[src/rtl/serial_tx_pkg.sv]
// serial transmitter package: register map, field positions, reset values, timing
// assumes a 32-bit AXI4-Lite slave where each 8-bit register takes one aligned word
package serial_tx_pkg;

   // ----------------------------------------------------------------
   // register indices; byte address is four times the index
   // ----------------------------------------------------------------
   localparam logic [9:0] IDX_FLAGS1 = 10'h00C;
   localparam logic [9:0] IDX_RXCTL = 10'h018;
   localparam logic [9:0] IDX_TXHOLD = 10'h019;
   localparam logic [9:0] IDX_ENABLES1 = 10'h08C;
   localparam logic [9:0] IDX_TXCTL = 10'h098;
   localparam logic [9:0] IDX_DIVIDER = 10'h099;
   localparam int ADDR_W = 12;

   // ----------------------------------------------------------------
   // field positions
   // ----------------------------------------------------------------
   localparam int BIT_PSP = 7;
   localparam int BIT_TXFLAG = 4;
   localparam int BIT_PORT_EN = 7;
   localparam int BIT_CSRC = 7;
   localparam int BIT_NINE_SEL = 6;
   localparam int BIT_TX_EN = 5;
   localparam int BIT_SYNC = 4;
   localparam int BIT_FAST = 2;
   localparam int BIT_SHIFT_EMPTY = 1;
   localparam int BIT_NINTH = 0;

   // ----------------------------------------------------------------
   // reset values
   // ----------------------------------------------------------------
   localparam logic [7:0] RST_TXCTL = 8'h02;
   localparam logic [7:0] RST_ZERO = 8'h00;

   // ----------------------------------------------------------------
   // bit timing and buffering
   // ----------------------------------------------------------------
   localparam int PRESCALE_LOW_SHIFT = 6;
   localparam int PRESCALE_HIGH_SHIFT = 4;
   localparam int BAUD_W = 15;
   localparam int FIFO_DEPTH = 16;
   localparam int FIFO_WIDTH = 9;
   localparam logic [3:0] LAST_DATA_BIT = 4'h7;
   localparam logic [1:0] RESP_OKAY = 2'h0;
   localparam logic [1:0] RESP_SLVERR = 2'h2;

   // register selector decoded from an address
   typedef enum logic [2:0] {
      SEL_NONE = 3'h0,
      SEL_FLAGS1 = 3'h1,
      SEL_RXCTL = 3'h2,
      SEL_TXHOLD = 3'h3,
      SEL_ENABLES1 = 3'h4,
      SEL_TXCTL = 3'h5,
      SEL_DIVIDER = 3'h6
   } regSel_t;

   // transmitter phases, one-hot
   typedef enum logic [4:0] {
      PH_IDLE = 5'b00001,
      PH_START = 5'b00010,
      PH_DATA = 5'b00100,
      PH_NINTH = 5'b01000,
      PH_STOP = 5'b10000
   } txPhase_t;

endpackage

[src/rtl/serial_tx.sv]
// asynchronous serial transmitter with AXI4-Lite register slave and a word FIFO
// assumes one clock core_clk at 25 MHz and an AXI4-Lite master on the same clock
//
// The implementer's own choice: the AXI4-Lite register port.
`timescale 1ns/10ps
`default_nettype none

module serial_tx_fifo #(
   parameter int WIDTH = 9,
   parameter int DEPTH = 16
) (
   // clock and reset
   input wire logic clk,
   input wire logic rstn,
   // filling side
   input wire logic inValid,
   output logic inReady,
   input wire logic [WIDTH-1:0] inData,
   // draining side
   output logic outValid,
   input wire logic outReady,
   output logic [WIDTH-1:0] outData
);
   localparam int PW = $clog2(DEPTH);

   typedef struct packed {
      logic [DEPTH-1:0][WIDTH-1:0] mem;
      logic [PW-1:0] wrPtr;
      logic [PW-1:0] rdPtr;
      logic [PW:0] count;
   } fifoState_t;

   fifoState_t st_ff, nxt_st;

   assign inReady = (st_ff.count != (PW+1)'(DEPTH));
   assign outValid = (st_ff.count != '0);
   assign outData = st_ff.mem[st_ff.rdPtr];

   always_comb begin
      logic push;
      logic pop;
      push = inValid & inReady;
      pop = outValid & outReady;
      nxt_st = st_ff;
      if (push) begin
         nxt_st.mem[st_ff.wrPtr] = inData;
         nxt_st.wrPtr = st_ff.wrPtr + 1'b1;
      end
      if (pop) begin
         nxt_st.rdPtr = st_ff.rdPtr + 1'b1;
      end
      nxt_st.count = st_ff.count + (PW+1)'(push) - (PW+1)'(pop);
   end

   always_ff @(posedge clk or negedge rstn) begin
      if (!rstn) begin
         st_ff <= '0;
      end else begin
         st_ff <= nxt_st;
      end
   end
endmodule // serial_tx_fifo

module serial_tx (
   // clock and reset
   input wire logic core_clk,
   input wire logic rstn,
   // axi4-lite write address and data
   input wire logic [serial_tx_pkg::ADDR_W-1:0] awaddr,
   input wire logic awvalid,
   output logic awready,
   input wire logic [31:0] wdata,
   input wire logic [3:0] wstrb,
   input wire logic wvalid,
   output logic wready,
   // axi4-lite write response
   output logic [1:0] bresp,
   output logic bvalid,
   input wire logic bready,
   // axi4-lite read
   input wire logic [serial_tx_pkg::ADDR_W-1:0] araddr,
   input wire logic arvalid,
   output logic arready,
   output logic [31:0] rdata,
   output logic [1:0] rresp,
   output logic rvalid,
   input wire logic rready,
   // serial line and request
   output logic txLine,
   output logic txIrq
);
   import serial_tx_pkg::*;

   typedef struct packed {
      logic awFull;
      logic wFull;
      logic [ADDR_W-1:0] awAddr;
      logic [7:0] wByte;
      logic wLane0;
      logic awReady;
      logic wReady;
      logic bValid;
      logic [1:0] bResp;
      logic arReady;
      logic rValid;
      logic [7:0] rByte;
      logic [1:0] rResp;
      logic pspFlag;
      logic parallel_slave_port_enable;
      logic transmit_interrupt_enable;
      logic portEn;
      logic csrc;
      logic nineSel;
      logic transmitter_enable;
      logic sync;
      logic fastRate;
      logic ninthBit;
      logic [7:0] divider;
      txPhase_t ph;
      logic [BAUD_W-1:0] baudCnt;
      logic [3:0] bitCnt;
      logic [8:0] shift;
      logic frame9;
      logic txd;
      logic irq;
   } txState_t;

   txState_t st_ff, nxt_st;

   // ----------------------------------------------------------------
   // decode
   // ----------------------------------------------------------------
   function automatic regSel_t decodeReg(input logic [ADDR_W-1:0] a);
      regSel_t s;
      s = SEL_NONE;
      if (a[1:0] == 2'h0) begin
         case (a[ADDR_W-1:2])
            IDX_FLAGS1: s = SEL_FLAGS1;
            IDX_RXCTL: s = SEL_RXCTL;
            IDX_TXHOLD: s = SEL_TXHOLD;
            IDX_ENABLES1: s = SEL_ENABLES1;
            IDX_TXCTL: s = SEL_TXCTL;
            IDX_DIVIDER: s = SEL_DIVIDER;
            default: s = SEL_NONE;
         endcase
      end
      return s;
   endfunction

   // ----------------------------------------------------------------
   // combinational terms
   // ----------------------------------------------------------------
   logic portOn;
   logic txFlag;
   logic [BAUD_W-1:0] baudLimit;
   logic bitTick;
   logic fifoInValid;
   logic fifoInReady;
   logic fifoOutValid;
   logic fifoOutReady;
   logic [FIFO_WIDTH-1:0] fifoOutData;
   regSel_t wSel;
   logic commit;

   assign portOn = st_ff.portEn & ~st_ff.sync;
   // flag means the holding buffer can take a byte; it rises as soon as the enable is set
   assign txFlag = st_ff.transmitter_enable & fifoInReady;
   // bit period is (divider+1) times 64, or times 16 with high-speed select
   assign baudLimit = ((BAUD_W'(st_ff.divider) + 1'b1) << (st_ff.fastRate ? PRESCALE_HIGH_SHIFT
                      : PRESCALE_LOW_SHIFT)) - 1'b1;
   assign bitTick = (st_ff.baudCnt == baudLimit);
   assign wSel = decodeReg(st_ff.awAddr);
   // a holding write waits for FIFO room, so a full buffer stalls the response
   assign commit = st_ff.awFull & st_ff.wFull & ~st_ff.bValid &
                   ((wSel != SEL_TXHOLD) | ~st_ff.wLane0 | fifoInReady);
   assign fifoInValid = st_ff.awFull & st_ff.wFull & ~st_ff.bValid &
                        (wSel == SEL_TXHOLD) & st_ff.wLane0;
   assign fifoOutReady = portOn & st_ff.transmitter_enable & (st_ff.ph == PH_IDLE);

   serial_tx_fifo #(
      .WIDTH(FIFO_WIDTH),
      .DEPTH(FIFO_DEPTH)
   ) holdFifo (
      .clk(core_clk),
      .rstn(rstn),
      .inValid(fifoInValid),
      .inReady(fifoInReady),
      .inData({st_ff.ninthBit, st_ff.wByte}),
      .outValid(fifoOutValid),
      .outReady(fifoOutReady),
      .outData(fifoOutData)
   );

   // ----------------------------------------------------------------
   // next state
   // ----------------------------------------------------------------
   always_comb begin
      regSel_t rSel;
      nxt_st = st_ff;
      rSel = decodeReg(araddr);
      // write channels are taken independently
      if (awvalid & st_ff.awReady) begin
         nxt_st.awFull = 1'b1;
         nxt_st.awAddr = awaddr;
      end
      if (wvalid & st_ff.wReady) begin
         nxt_st.wFull = 1'b1;
         nxt_st.wByte = wdata[7:0];
         nxt_st.wLane0 = wstrb[0];
      end
      if (st_ff.bValid & bready) begin
         nxt_st.bValid = 1'b0;
      end
      if (commit) begin
         nxt_st.awFull = 1'b0;
         nxt_st.wFull = 1'b0;
         nxt_st.bValid = 1'b1;
         nxt_st.bResp = (wSel == SEL_NONE) ? RESP_SLVERR : RESP_OKAY;
         if (st_ff.wLane0) begin
            case (wSel)
               SEL_FLAGS1: nxt_st.pspFlag = st_ff.wByte[BIT_PSP];
               SEL_RXCTL: nxt_st.portEn = st_ff.wByte[BIT_PORT_EN];
               SEL_ENABLES1: begin
                  nxt_st.parallel_slave_port_enable = st_ff.wByte[BIT_PSP];
                  nxt_st.transmit_interrupt_enable = st_ff.wByte[BIT_TXFLAG];
               end
               SEL_TXCTL: begin
                  nxt_st.csrc = st_ff.wByte[BIT_CSRC];
                  nxt_st.nineSel = st_ff.wByte[BIT_NINE_SEL];
                  nxt_st.transmitter_enable = st_ff.wByte[BIT_TX_EN];
                  nxt_st.sync = st_ff.wByte[BIT_SYNC];
                  nxt_st.fastRate = st_ff.wByte[BIT_FAST];
                  nxt_st.ninthBit = st_ff.wByte[BIT_NINTH];
               end
               SEL_DIVIDER: nxt_st.divider = st_ff.wByte;
               default: nxt_st.divider = st_ff.divider;
            endcase
         end
      end
      nxt_st.awReady = ~nxt_st.awFull & ~nxt_st.bValid;
      nxt_st.wReady = ~nxt_st.wFull & ~nxt_st.bValid;

      // read channel; unimplemented positions stay zero
      if (st_ff.rValid & rready) begin
         nxt_st.rValid = 1'b0;
         nxt_st.arReady = 1'b1;
      end
      if (arvalid & st_ff.arReady) begin
         nxt_st.arReady = 1'b0;
         nxt_st.rValid = 1'b1;
         nxt_st.rResp = (rSel == SEL_NONE) ? RESP_SLVERR : RESP_OKAY;
         nxt_st.rByte = 8'h00;
         case (rSel)
            SEL_FLAGS1: begin
               nxt_st.rByte[BIT_PSP] = st_ff.pspFlag;
               nxt_st.rByte[BIT_TXFLAG] = txFlag;
            end
            SEL_RXCTL: nxt_st.rByte[BIT_PORT_EN] = st_ff.portEn;
            SEL_ENABLES1: begin
               nxt_st.rByte[BIT_PSP] = st_ff.parallel_slave_port_enable;
               nxt_st.rByte[BIT_TXFLAG] = st_ff.transmit_interrupt_enable;
            end
            SEL_TXCTL: nxt_st.rByte = {st_ff.csrc, st_ff.nineSel, st_ff.transmitter_enable, st_ff.sync, 1'b0,
                                       st_ff.fastRate, st_ff.ph == PH_IDLE, st_ff.ninthBit};
            SEL_DIVIDER: nxt_st.rByte = st_ff.divider;
            default: nxt_st.rByte = 8'h00;
         endcase
      end

      // bit timer restarts at every frame so the start bit is full length
      if (st_ff.ph == PH_IDLE || bitTick) begin
         nxt_st.baudCnt = '0;
      end else begin
         nxt_st.baudCnt = st_ff.baudCnt + 1'b1;
      end

      // transmitter; dropping the enable aborts the frame and idles the line
      case (st_ff.ph)
         PH_IDLE: begin
            if (fifoOutValid & fifoOutReady) begin
               nxt_st.ph = PH_START;
               nxt_st.shift = fifoOutData;
               nxt_st.frame9 = st_ff.nineSel;
               nxt_st.bitCnt = 4'h0;
            end
         end
         PH_START: begin
            if (bitTick) begin
               nxt_st.ph = PH_DATA;
            end
         end
         PH_DATA: begin
            if (bitTick) begin
               nxt_st.shift = {1'b0, st_ff.shift[8:1]};
               nxt_st.bitCnt = st_ff.bitCnt + 1'b1;
               if (st_ff.bitCnt == LAST_DATA_BIT) begin
                  nxt_st.ph = st_ff.frame9 ? PH_NINTH : PH_STOP;
               end
            end
         end
         PH_NINTH: begin
            if (bitTick) begin
               nxt_st.ph = PH_STOP;
            end
         end
         PH_STOP: begin
            if (bitTick) begin
               nxt_st.ph = PH_IDLE;
            end
         end
         default: nxt_st.ph = PH_IDLE;
      endcase
      if (!(portOn & st_ff.transmitter_enable)) begin
         nxt_st.ph = PH_IDLE;
      end

      // line level follows the phase being entered
      case (nxt_st.ph)
         PH_START: nxt_st.txd = 1'b0;
         PH_DATA, PH_NINTH: nxt_st.txd = nxt_st.shift[0];
         default: nxt_st.txd = 1'b1;
      endcase
      nxt_st.irq = st_ff.transmit_interrupt_enable & txFlag;
   end

   always_ff @(posedge core_clk or negedge rstn) begin
      if (!rstn) begin
         st_ff <= '0;
         st_ff.awReady <= 1'b1;
         st_ff.wReady <= 1'b1;
         st_ff.arReady <= 1'b1;
         st_ff.ph <= PH_IDLE;
         st_ff.txd <= 1'b1;
      end else begin
         st_ff <= nxt_st;
      end
   end

   // ----------------------------------------------------------------
   // outputs
   // ----------------------------------------------------------------
   assign awready = st_ff.awReady;
   assign wready = st_ff.wReady;
   assign bvalid = st_ff.bValid;
   assign bresp = st_ff.bResp;
   assign arready = st_ff.arReady;
   assign rvalid = st_ff.rValid;
   assign rresp = st_ff.rResp;
   assign rdata = {24'h000000, st_ff.rByte};
   assign txLine = st_ff.txd;
   assign txIrq = st_ff.irq;
endmodule // serial_tx

`default_nettype wire

[config.mk]
export PLATFORM = sky130hd
export DESIGN_NAME = serial_tx
export DESIGN_NICKNAME = d
export VERILOG_FILES = /design/src/rtl/serial_tx_pkg.sv /design/src/rtl/serial_tx.sv
export SDC_FILE = /design/constraint.sdc
export NUM_CORES = 1
export LEC_CHECK = 0
export BUFFER_PORTS_ARGS = -buffer_cell sky130_fd_sc_hd__buf_2
export CAP_MARGIN = 20
export CORE_ASPECT_RATIO = 1.1
export CORE_MARGIN = 2
export CORE_UTILIZATION = 55
export DETAILED_ROUTE_END_ITERATION = 10
export PLACE_DENSITY_LB_ADDON = 0.05
export SYNTH_ARGS = -nofsm -noshare
export SYNTH_HDL_FRONTEND = slang
export SYNTH_HIERARCHICAL = 1
export SYNTH_SLANG_ARGS = --single-unit
[constraint.sdc]
create_clock -name core_clk -period 4.55 [get_ports core_clk]
set_clock_uncertainty 0.2 [all_clocks]
set_input_delay 0.2275 -clock core_clk [delete_from_list [all_inputs] [get_ports core_clk]]
set_output_delay 0.2275 -clock core_clk [all_outputs]
set_load 0.01 [all_outputs]
==> metrics.md, run 1 <==
| Metric | Value |
|---|---|
| Vias per Instance | 5.726 |
| Max_slew headroom | 37.68% |
| CP endpoint kind | flip-flop |
| Utilization after layout | 62.73% |
| Die area | 24570 um^2 |
| Crit share post-route | 86.58% |
| Endpoints failing setup | 0 |
| TritonCTS buffer count | 27 |
| Clock insertion delay at the later pin of the skew report | 530 ps |
| Number of post-CTS setup repair buffers | 0 |
| Core area | 22860 um^2 |
| WP data required | 4820 ps |
| Worst slack, placed | 617.0 ps |
| Worst Hold Depth | 5 |
| Count leader, synth | dfrtp_1 |
| Global-route wire length before repair | 44380 um |
| CTS tree | done |
| PD cells | 372.9 nW/um^2 |
| Async SR Flop Fraction | 100.0% |
| Initial Utilization | 56.13% |
| Dpl hpwl | 17540 um |
| Synth warn | 6 |
| Worst hold path endpoint | rdata[4] |
| #FFs+latches synth | 249 |
| Power share of the clock group | 42.7% |
| Synth top area share | 47.59% |
| Top_reg_cell synth | dfrtp_1 |
| FF-to-FF End | txLine |
| Final min period | 3940 ps |
| Mapped cell area | 12830 um^2 |
| RSZ-0062 raised after global routing | false |
| Cts repair resizes | 0 |
| CP Launch Type | flip-flop |
| Hold Vio Cnt, Final | 0 |
| WL final | 27320 um |
| H-Tree Depth | 1 |
| Final worst setup slack | 610.4 ps |
| R2r startpoint | st_ff[37] |
| Gpl congestion | 0.8062 |
| Number of global-route vias before repair | 8163 |
| Cells after Synth | 1050 |
| Highest Clock Rate | 253.8 MHz |
| R2R cell count | 11 |
| GRT Util Overall | 23.11% |
| Fill cells | 1851 |
| Sequential share of power | 50.4% |
| Hold_buf cts | 31 |
| Post-synthesis average cell area | 12.22 um^2 |
| Antenna Cells | 0 |
| Multi-input logic area | 6005 um^2 |
| CP Class | reg2reg |
| Seq/Total Area, Yosys | 48.61% |
| First-pass DRT Iterations | 6 |
| TritonCTS Sinks | 249 |
| Slew @ Worst Pin | 934.8 ps |
| Yosys top cell by area | dfrtp_1 |
| Total grt overflow | 0 |
| Max-Cap Viols | 0 |
| Clk root buf | clkbuf_16 |
| Commonest cells in the netlist | 244 x dfrtp_1, 153 x mux2_2, 71 x nand2_1 |
| Final Net Count | 1189 |
| Area Overhead vs Synth | 11.76% |
| Slew Viols, Final | 0 |
| Largest register FFs | 157 |
| Buffers added on ports | 56 |
| Hold Crit Class | in2reg |
| Fin area | 14340 um^2 |
| Main area contributors after synthesis | dfrtp_1 48%, mux2_2 13%, mux4_2 3.2%, mux2i_1 3.1%, buf_4 2.5% |
| R2R Setup Slk | 610 ps |
| Maximum buffer depth of the clock tree | 3 |
| Setup TNS | 0 ps |
| Chip height | 164.2 um |
| Remaining antenna violation count after routing | 0 |
| Site Rows | 58 |
| Reg clk slew, reported paths | 60 ps |
| Switch share | 26.15% |
| Die X | 149.6 um |
| Routed len/inst | 19.16 um |
| Via count | 8165 |
| Critical Path Fanout Max | 9 |
| Status | finished clean |
| Synth cell types | 80 |
| IO Pins | 110 |
| Top reg by flops | holdFifo/st_ff |
| Worst path arrival time | 4210 ps |
| Layout cells sized above 1 | 29.66% |
| Antenna violations before repair | 0 |
| Internal power | 3.950 mW |
| DR iter-0 viols | 453 |
| Maximum vdd drop | 346.7 uV |
| Lkg Pwr | 6.708 nW |
| Comb power frac | 6.9% |
| Largest net degree at the start of global routing | 118 |
| Net switching power figure | 1.398 mW |
| Hold_sp | araddr[0] |
| DRC Markers | 0 |
| Placed Area | 13090 um^2 |
| Storage element area | 6241 um^2 |
| Post-synth EDFFs | 0 |
power groups by stage:
stage	Clock, mW	Sequential, mW	Combinational [mW]
after floorplan	0	2.50	0.330
after global placement	0	2.73	0.343
after detailed placement	0	2.73	0.351
after CTS	2.33	2.69	0.374
after global routing	2.43	2.73	0.413
final	2.28	2.70	0.368
cells in the final DEF, fill, tap and decap left out, drive strengths merged, types with 29 or more instances in the layout:
cell type / netlist / final
mux2: 189 / 189
o21ai: 35 / 35
mux2i: 40 / 40
clkbuf: 30 / 36
nor2: 42 / 42
dfrtp: 244 / 244
buf: 67 / 68
nand2: 71 / 71
nand3: 29 / 29
dlygate4sd3: 0 / 31
cells by family (layout without fill, tap and decap cells):
group / after synthesis / after routing / share of synthesized area [%]
DFF: 249 / 249 / 48.61
adders and majority gates: 16 / 16 / 1.619
other: 1 / 26 / 0.02923
AOI/OAI and AO/OA: 136 / 136 / 7.411
muxes: 247 / 247 / 23.42
buffers and inverters: 117 / 168 / 5.324
xor gates and xnor gates: 44 / 44 / 3.003
and+or+nand+nor: 240 / 240 / 10.58
critical path, cell delays in order (launching register included):
cell,delay (ps)
dfrtp_1,530
ha_1,360
and3_1,280
mux2_2,370
a311o_1,310
and4b_1,200
nor3b_1,250
o211ai_1,210
or3_1,510
mux2_4,350
a22oi_2,170
o21ba_1,140
routing by layer:
layer	track usage (%)	vias to the layer above	part of all wire (%)	routed length, um
met4	4.589	0	1.2	340
li1	-	3854	-	-
met5	0	-	0	0
met1	34.21	4140	47	12890
met2	36.76	148	47	12930
met3	3.167	23	4.3	1165
how the worst max path moves through the flow:
| stage | from | to | depth (start not counted) |
|---|---|---|---|
| floorplan | st_ff[45] | txLine | 15 |
| global placement | st_ff[37] | txLine | 11 |
| detailed placement | st_ff[37] | txLine | 11 |
| CTS | st_ff[37] | txLine | 11 |
| global route | st_ff[37] | st_ff[29] | 10 |
| finish | st_ff[37] | txLine | 11 |
through the flow:
step | cells | hold slack [ps] | power [mW]
floorplan | 1075 | -268.1 | 2.834
global placement | 1346 | 185.6 | 3.071
detailed placement | 1346 | 183.2 | 3.084
CTS | 1426 | 4.008 | 5.400
global route | 1426 | 49.34 | 5.572
finish | 1426 | 24.76 | 5.348
area by class of cell:
type | count | share of cell area (%)
clock buffer | 36 | 5.366
clock inverter | 13 | 1.195
inverter | 20 | 0.5235
multi-input combinational | 709 | 41.87
sequential | 249 | 43.52
tap | 300 | 2.618
timing repair buffer | 99 | 4.904
No activity file was read; power rests on OpenSTA's default activity.
==> run 2, diff against run 1 <==
--- a/config.mk
+++ b/config.mk
@@ -9,7 +9,7 @@
 export CAP_MARGIN = 20
 export CORE_ASPECT_RATIO = 1.1
 export CORE_MARGIN = 2
-export CORE_UTILIZATION = 55
+export CORE_UTILIZATION = 37
 export DETAILED_ROUTE_END_ITERATION = 10
 export PLACE_DENSITY_LB_ADDON = 0.05
 export SYNTH_ARGS = -nofsm -noshare
==> metrics.md, run 2 (synthesized netlist as in run 1, its figures left out) <==
| Metric | Value |
|---|---|
| Status | finished clean |
| PD cells | 367.5 nW/um^2 |
| Number of global-route vias before repair | 8396 |
| First-pass DRT Iterations | 4 |
| Setup TNS | 0 ps |
| Maximum vdd drop | 329.2 uV |
| Final min period | 3876 ps |
| Routed len/inst | 19.13 um |
| Final Net Count | 1198 |
| Max-Cap Viols | 0 |
| H-Tree Depth | 1 |
| Endpoints failing setup | 0 |
| Initial Utilization | 37.52% |
| Largest register FFs | 157 |
| Hold slack | 35.77 ps |
| Lkg Pwr | 6.749 nW |
| Layout cells sized above 1 | 29.90% |
| Clock insertion delay at the later pin of the skew report | 540 ps |
| Site Rows | 71 |
| Slew @ Worst Pin | 910.4 ps |
| DRC Markers | 0 |
| WP data required | 4830 ps |
| R2R Setup Slk | 670 ps |
| Dpl hpwl | 19900 um |
| Hold Crit Class | in2async |
| Cts repair resizes | 0 |
| RSZ-0062 raised after global routing | false |
| Antenna Cells | 0 |
| IO Pins | 110 |
| Vias per Instance | 5.141 |
| Die X | 181.6 um |
| Die area | 36190 um^2 |
| GRT Util Overall | 17.14% |
| Chip height | 199.3 um |
| Crit share post-route | 85.19% |
| Fin area | 14570 um^2 |
| WL final | 30130 um |
| Maximum buffer depth of the clock tree | 3 |
| Slew Viols, Final | 0 |
| Largest net degree at the start of global routing | 91 |
| Buffers added on ports | 56 |
| Hold_buf cts | 31 |
| Via count | 8097 |
| CP Launch Type | flip-flop |
| CP Class | reg2reg |
| Total grt overflow | 0 |
| Remaining antenna violation count after routing | 0 |
| TritonCTS Sinks | 249 |
| Antenna violations before repair | 0 |
| Global-route wire length before repair | 48930 um |
| Placed Area | 13310 um^2 |
| Top reg by flops | holdFifo/st_ff |
| Fill cells | 3249 |
| Number of post-CTS setup repair buffers | 0 |
| Reg clk slew, reported paths | 60 ps |
| TritonCTS buffer count | 30 |
| Core area | 34200 um^2 |
| Gpl congestion | 0.7734 |
| Hold Vio Cnt, Final | 0 |
| DR iter-0 viols | 396 |
| CTS tree | done |
| Clk root buf | clkbuf_16 |
| Critical Path Fanout Max | 9 |
| Highest Clock Rate | 258.0 MHz |
| Most frequent cells in the layout | 243 x dfrtp_1, 153 x mux2_2, 71 x nand2_1, 55 x buf_2, 41 x nor2_1 |
| Worst path arrival time | 4160 ps |
| Area Overhead vs Synth | 13.56% |
| CP endpoint kind | flip-flop |
| Most common cell after layout, fill and taps aside | dfrtp_1 |
| Max_slew headroom | 39.30% |
==> run 2: cell types whose count changed in the layout (fill, tap and decap cells not counted) <==
cell,delta
buf_4,+6
clkbuf_1,+5
bufinv_16,-4
clkbuf_16,+4
clkbuf_8,+2
clkinv_2,-1
clkinvlp_4,-1
==> run 2: worst max-delay path: stages (launching register included) <==
cell	delay, ps
dfrtp_1	530
ha_1	340
and3_1	300
mux2_2	370
a311o_1	300
and4b_1	210
nor3b_1	190
o211ai_1	190
or3_1	520
mux2_4	360
a22oi_2	180
o21ba_1	130
==> run 2: cell type report <==
class | count | area, um^2 | share of cell area [%]
multi-input cells | 709 | 6005 | 41.21
inverters | 20 | 75.07 | 0.5152
repair buffers | 105 | 748.2 | 5.135
well taps | 438 | 548.0 | 3.761
flip-flops and latches | 249 | 6241 | 42.83
clock buffers | 47 | 915.9 | 6.285
clock inverters | 7 | 38.79 | 0.2662
==> run 2: layer usage <==
layer  GRT usage, %  wire (um)
met1          24.48      14950
met4          3.523        395
met3          2.078        736
met5              0          0
met2          28.18      14050
==> run 2: power breakdown <==
part	internal (mW)	switching, mW
Sequential	2.35	0.356
Combinational	0.194	0.183
Clock	1.37	0.908
==> run 2: final timing paths <==
check / start / end / depth (start not counted)
setup / recovery: st_ff[37] / txLine / 11
max in group asynchronous: rstn / holdFifo/st_ff[72] / 3
hold reg to reg: st_ff[92] / wready / 1
hold / removal: rstn / txIrq / 2
min in group core_clk: araddr[2] / rdata[4] / 7
setup reg to reg: st_ff[37] / txLine / 11
==> run 2: stage by stage <==
| step | setup slack (ps) | instances | utilization, % | power (mW) |
|---|---|---|---|---|
| finish | 673.7 | 1575 | 42.60 | 5.355 |
| global route | 366.3 | 1575 | 42.60 | 5.631 |
| CTS | 648.7 | 1575 | 42.60 | 5.463 |
| detailed placement | 686.5 | 1490 | 38.91 | 3.113 |
| global placement | 690.6 | 1490 | 38.91 | 3.107 |
| floorplan | 1117 | 1075 | - | 2.834 |
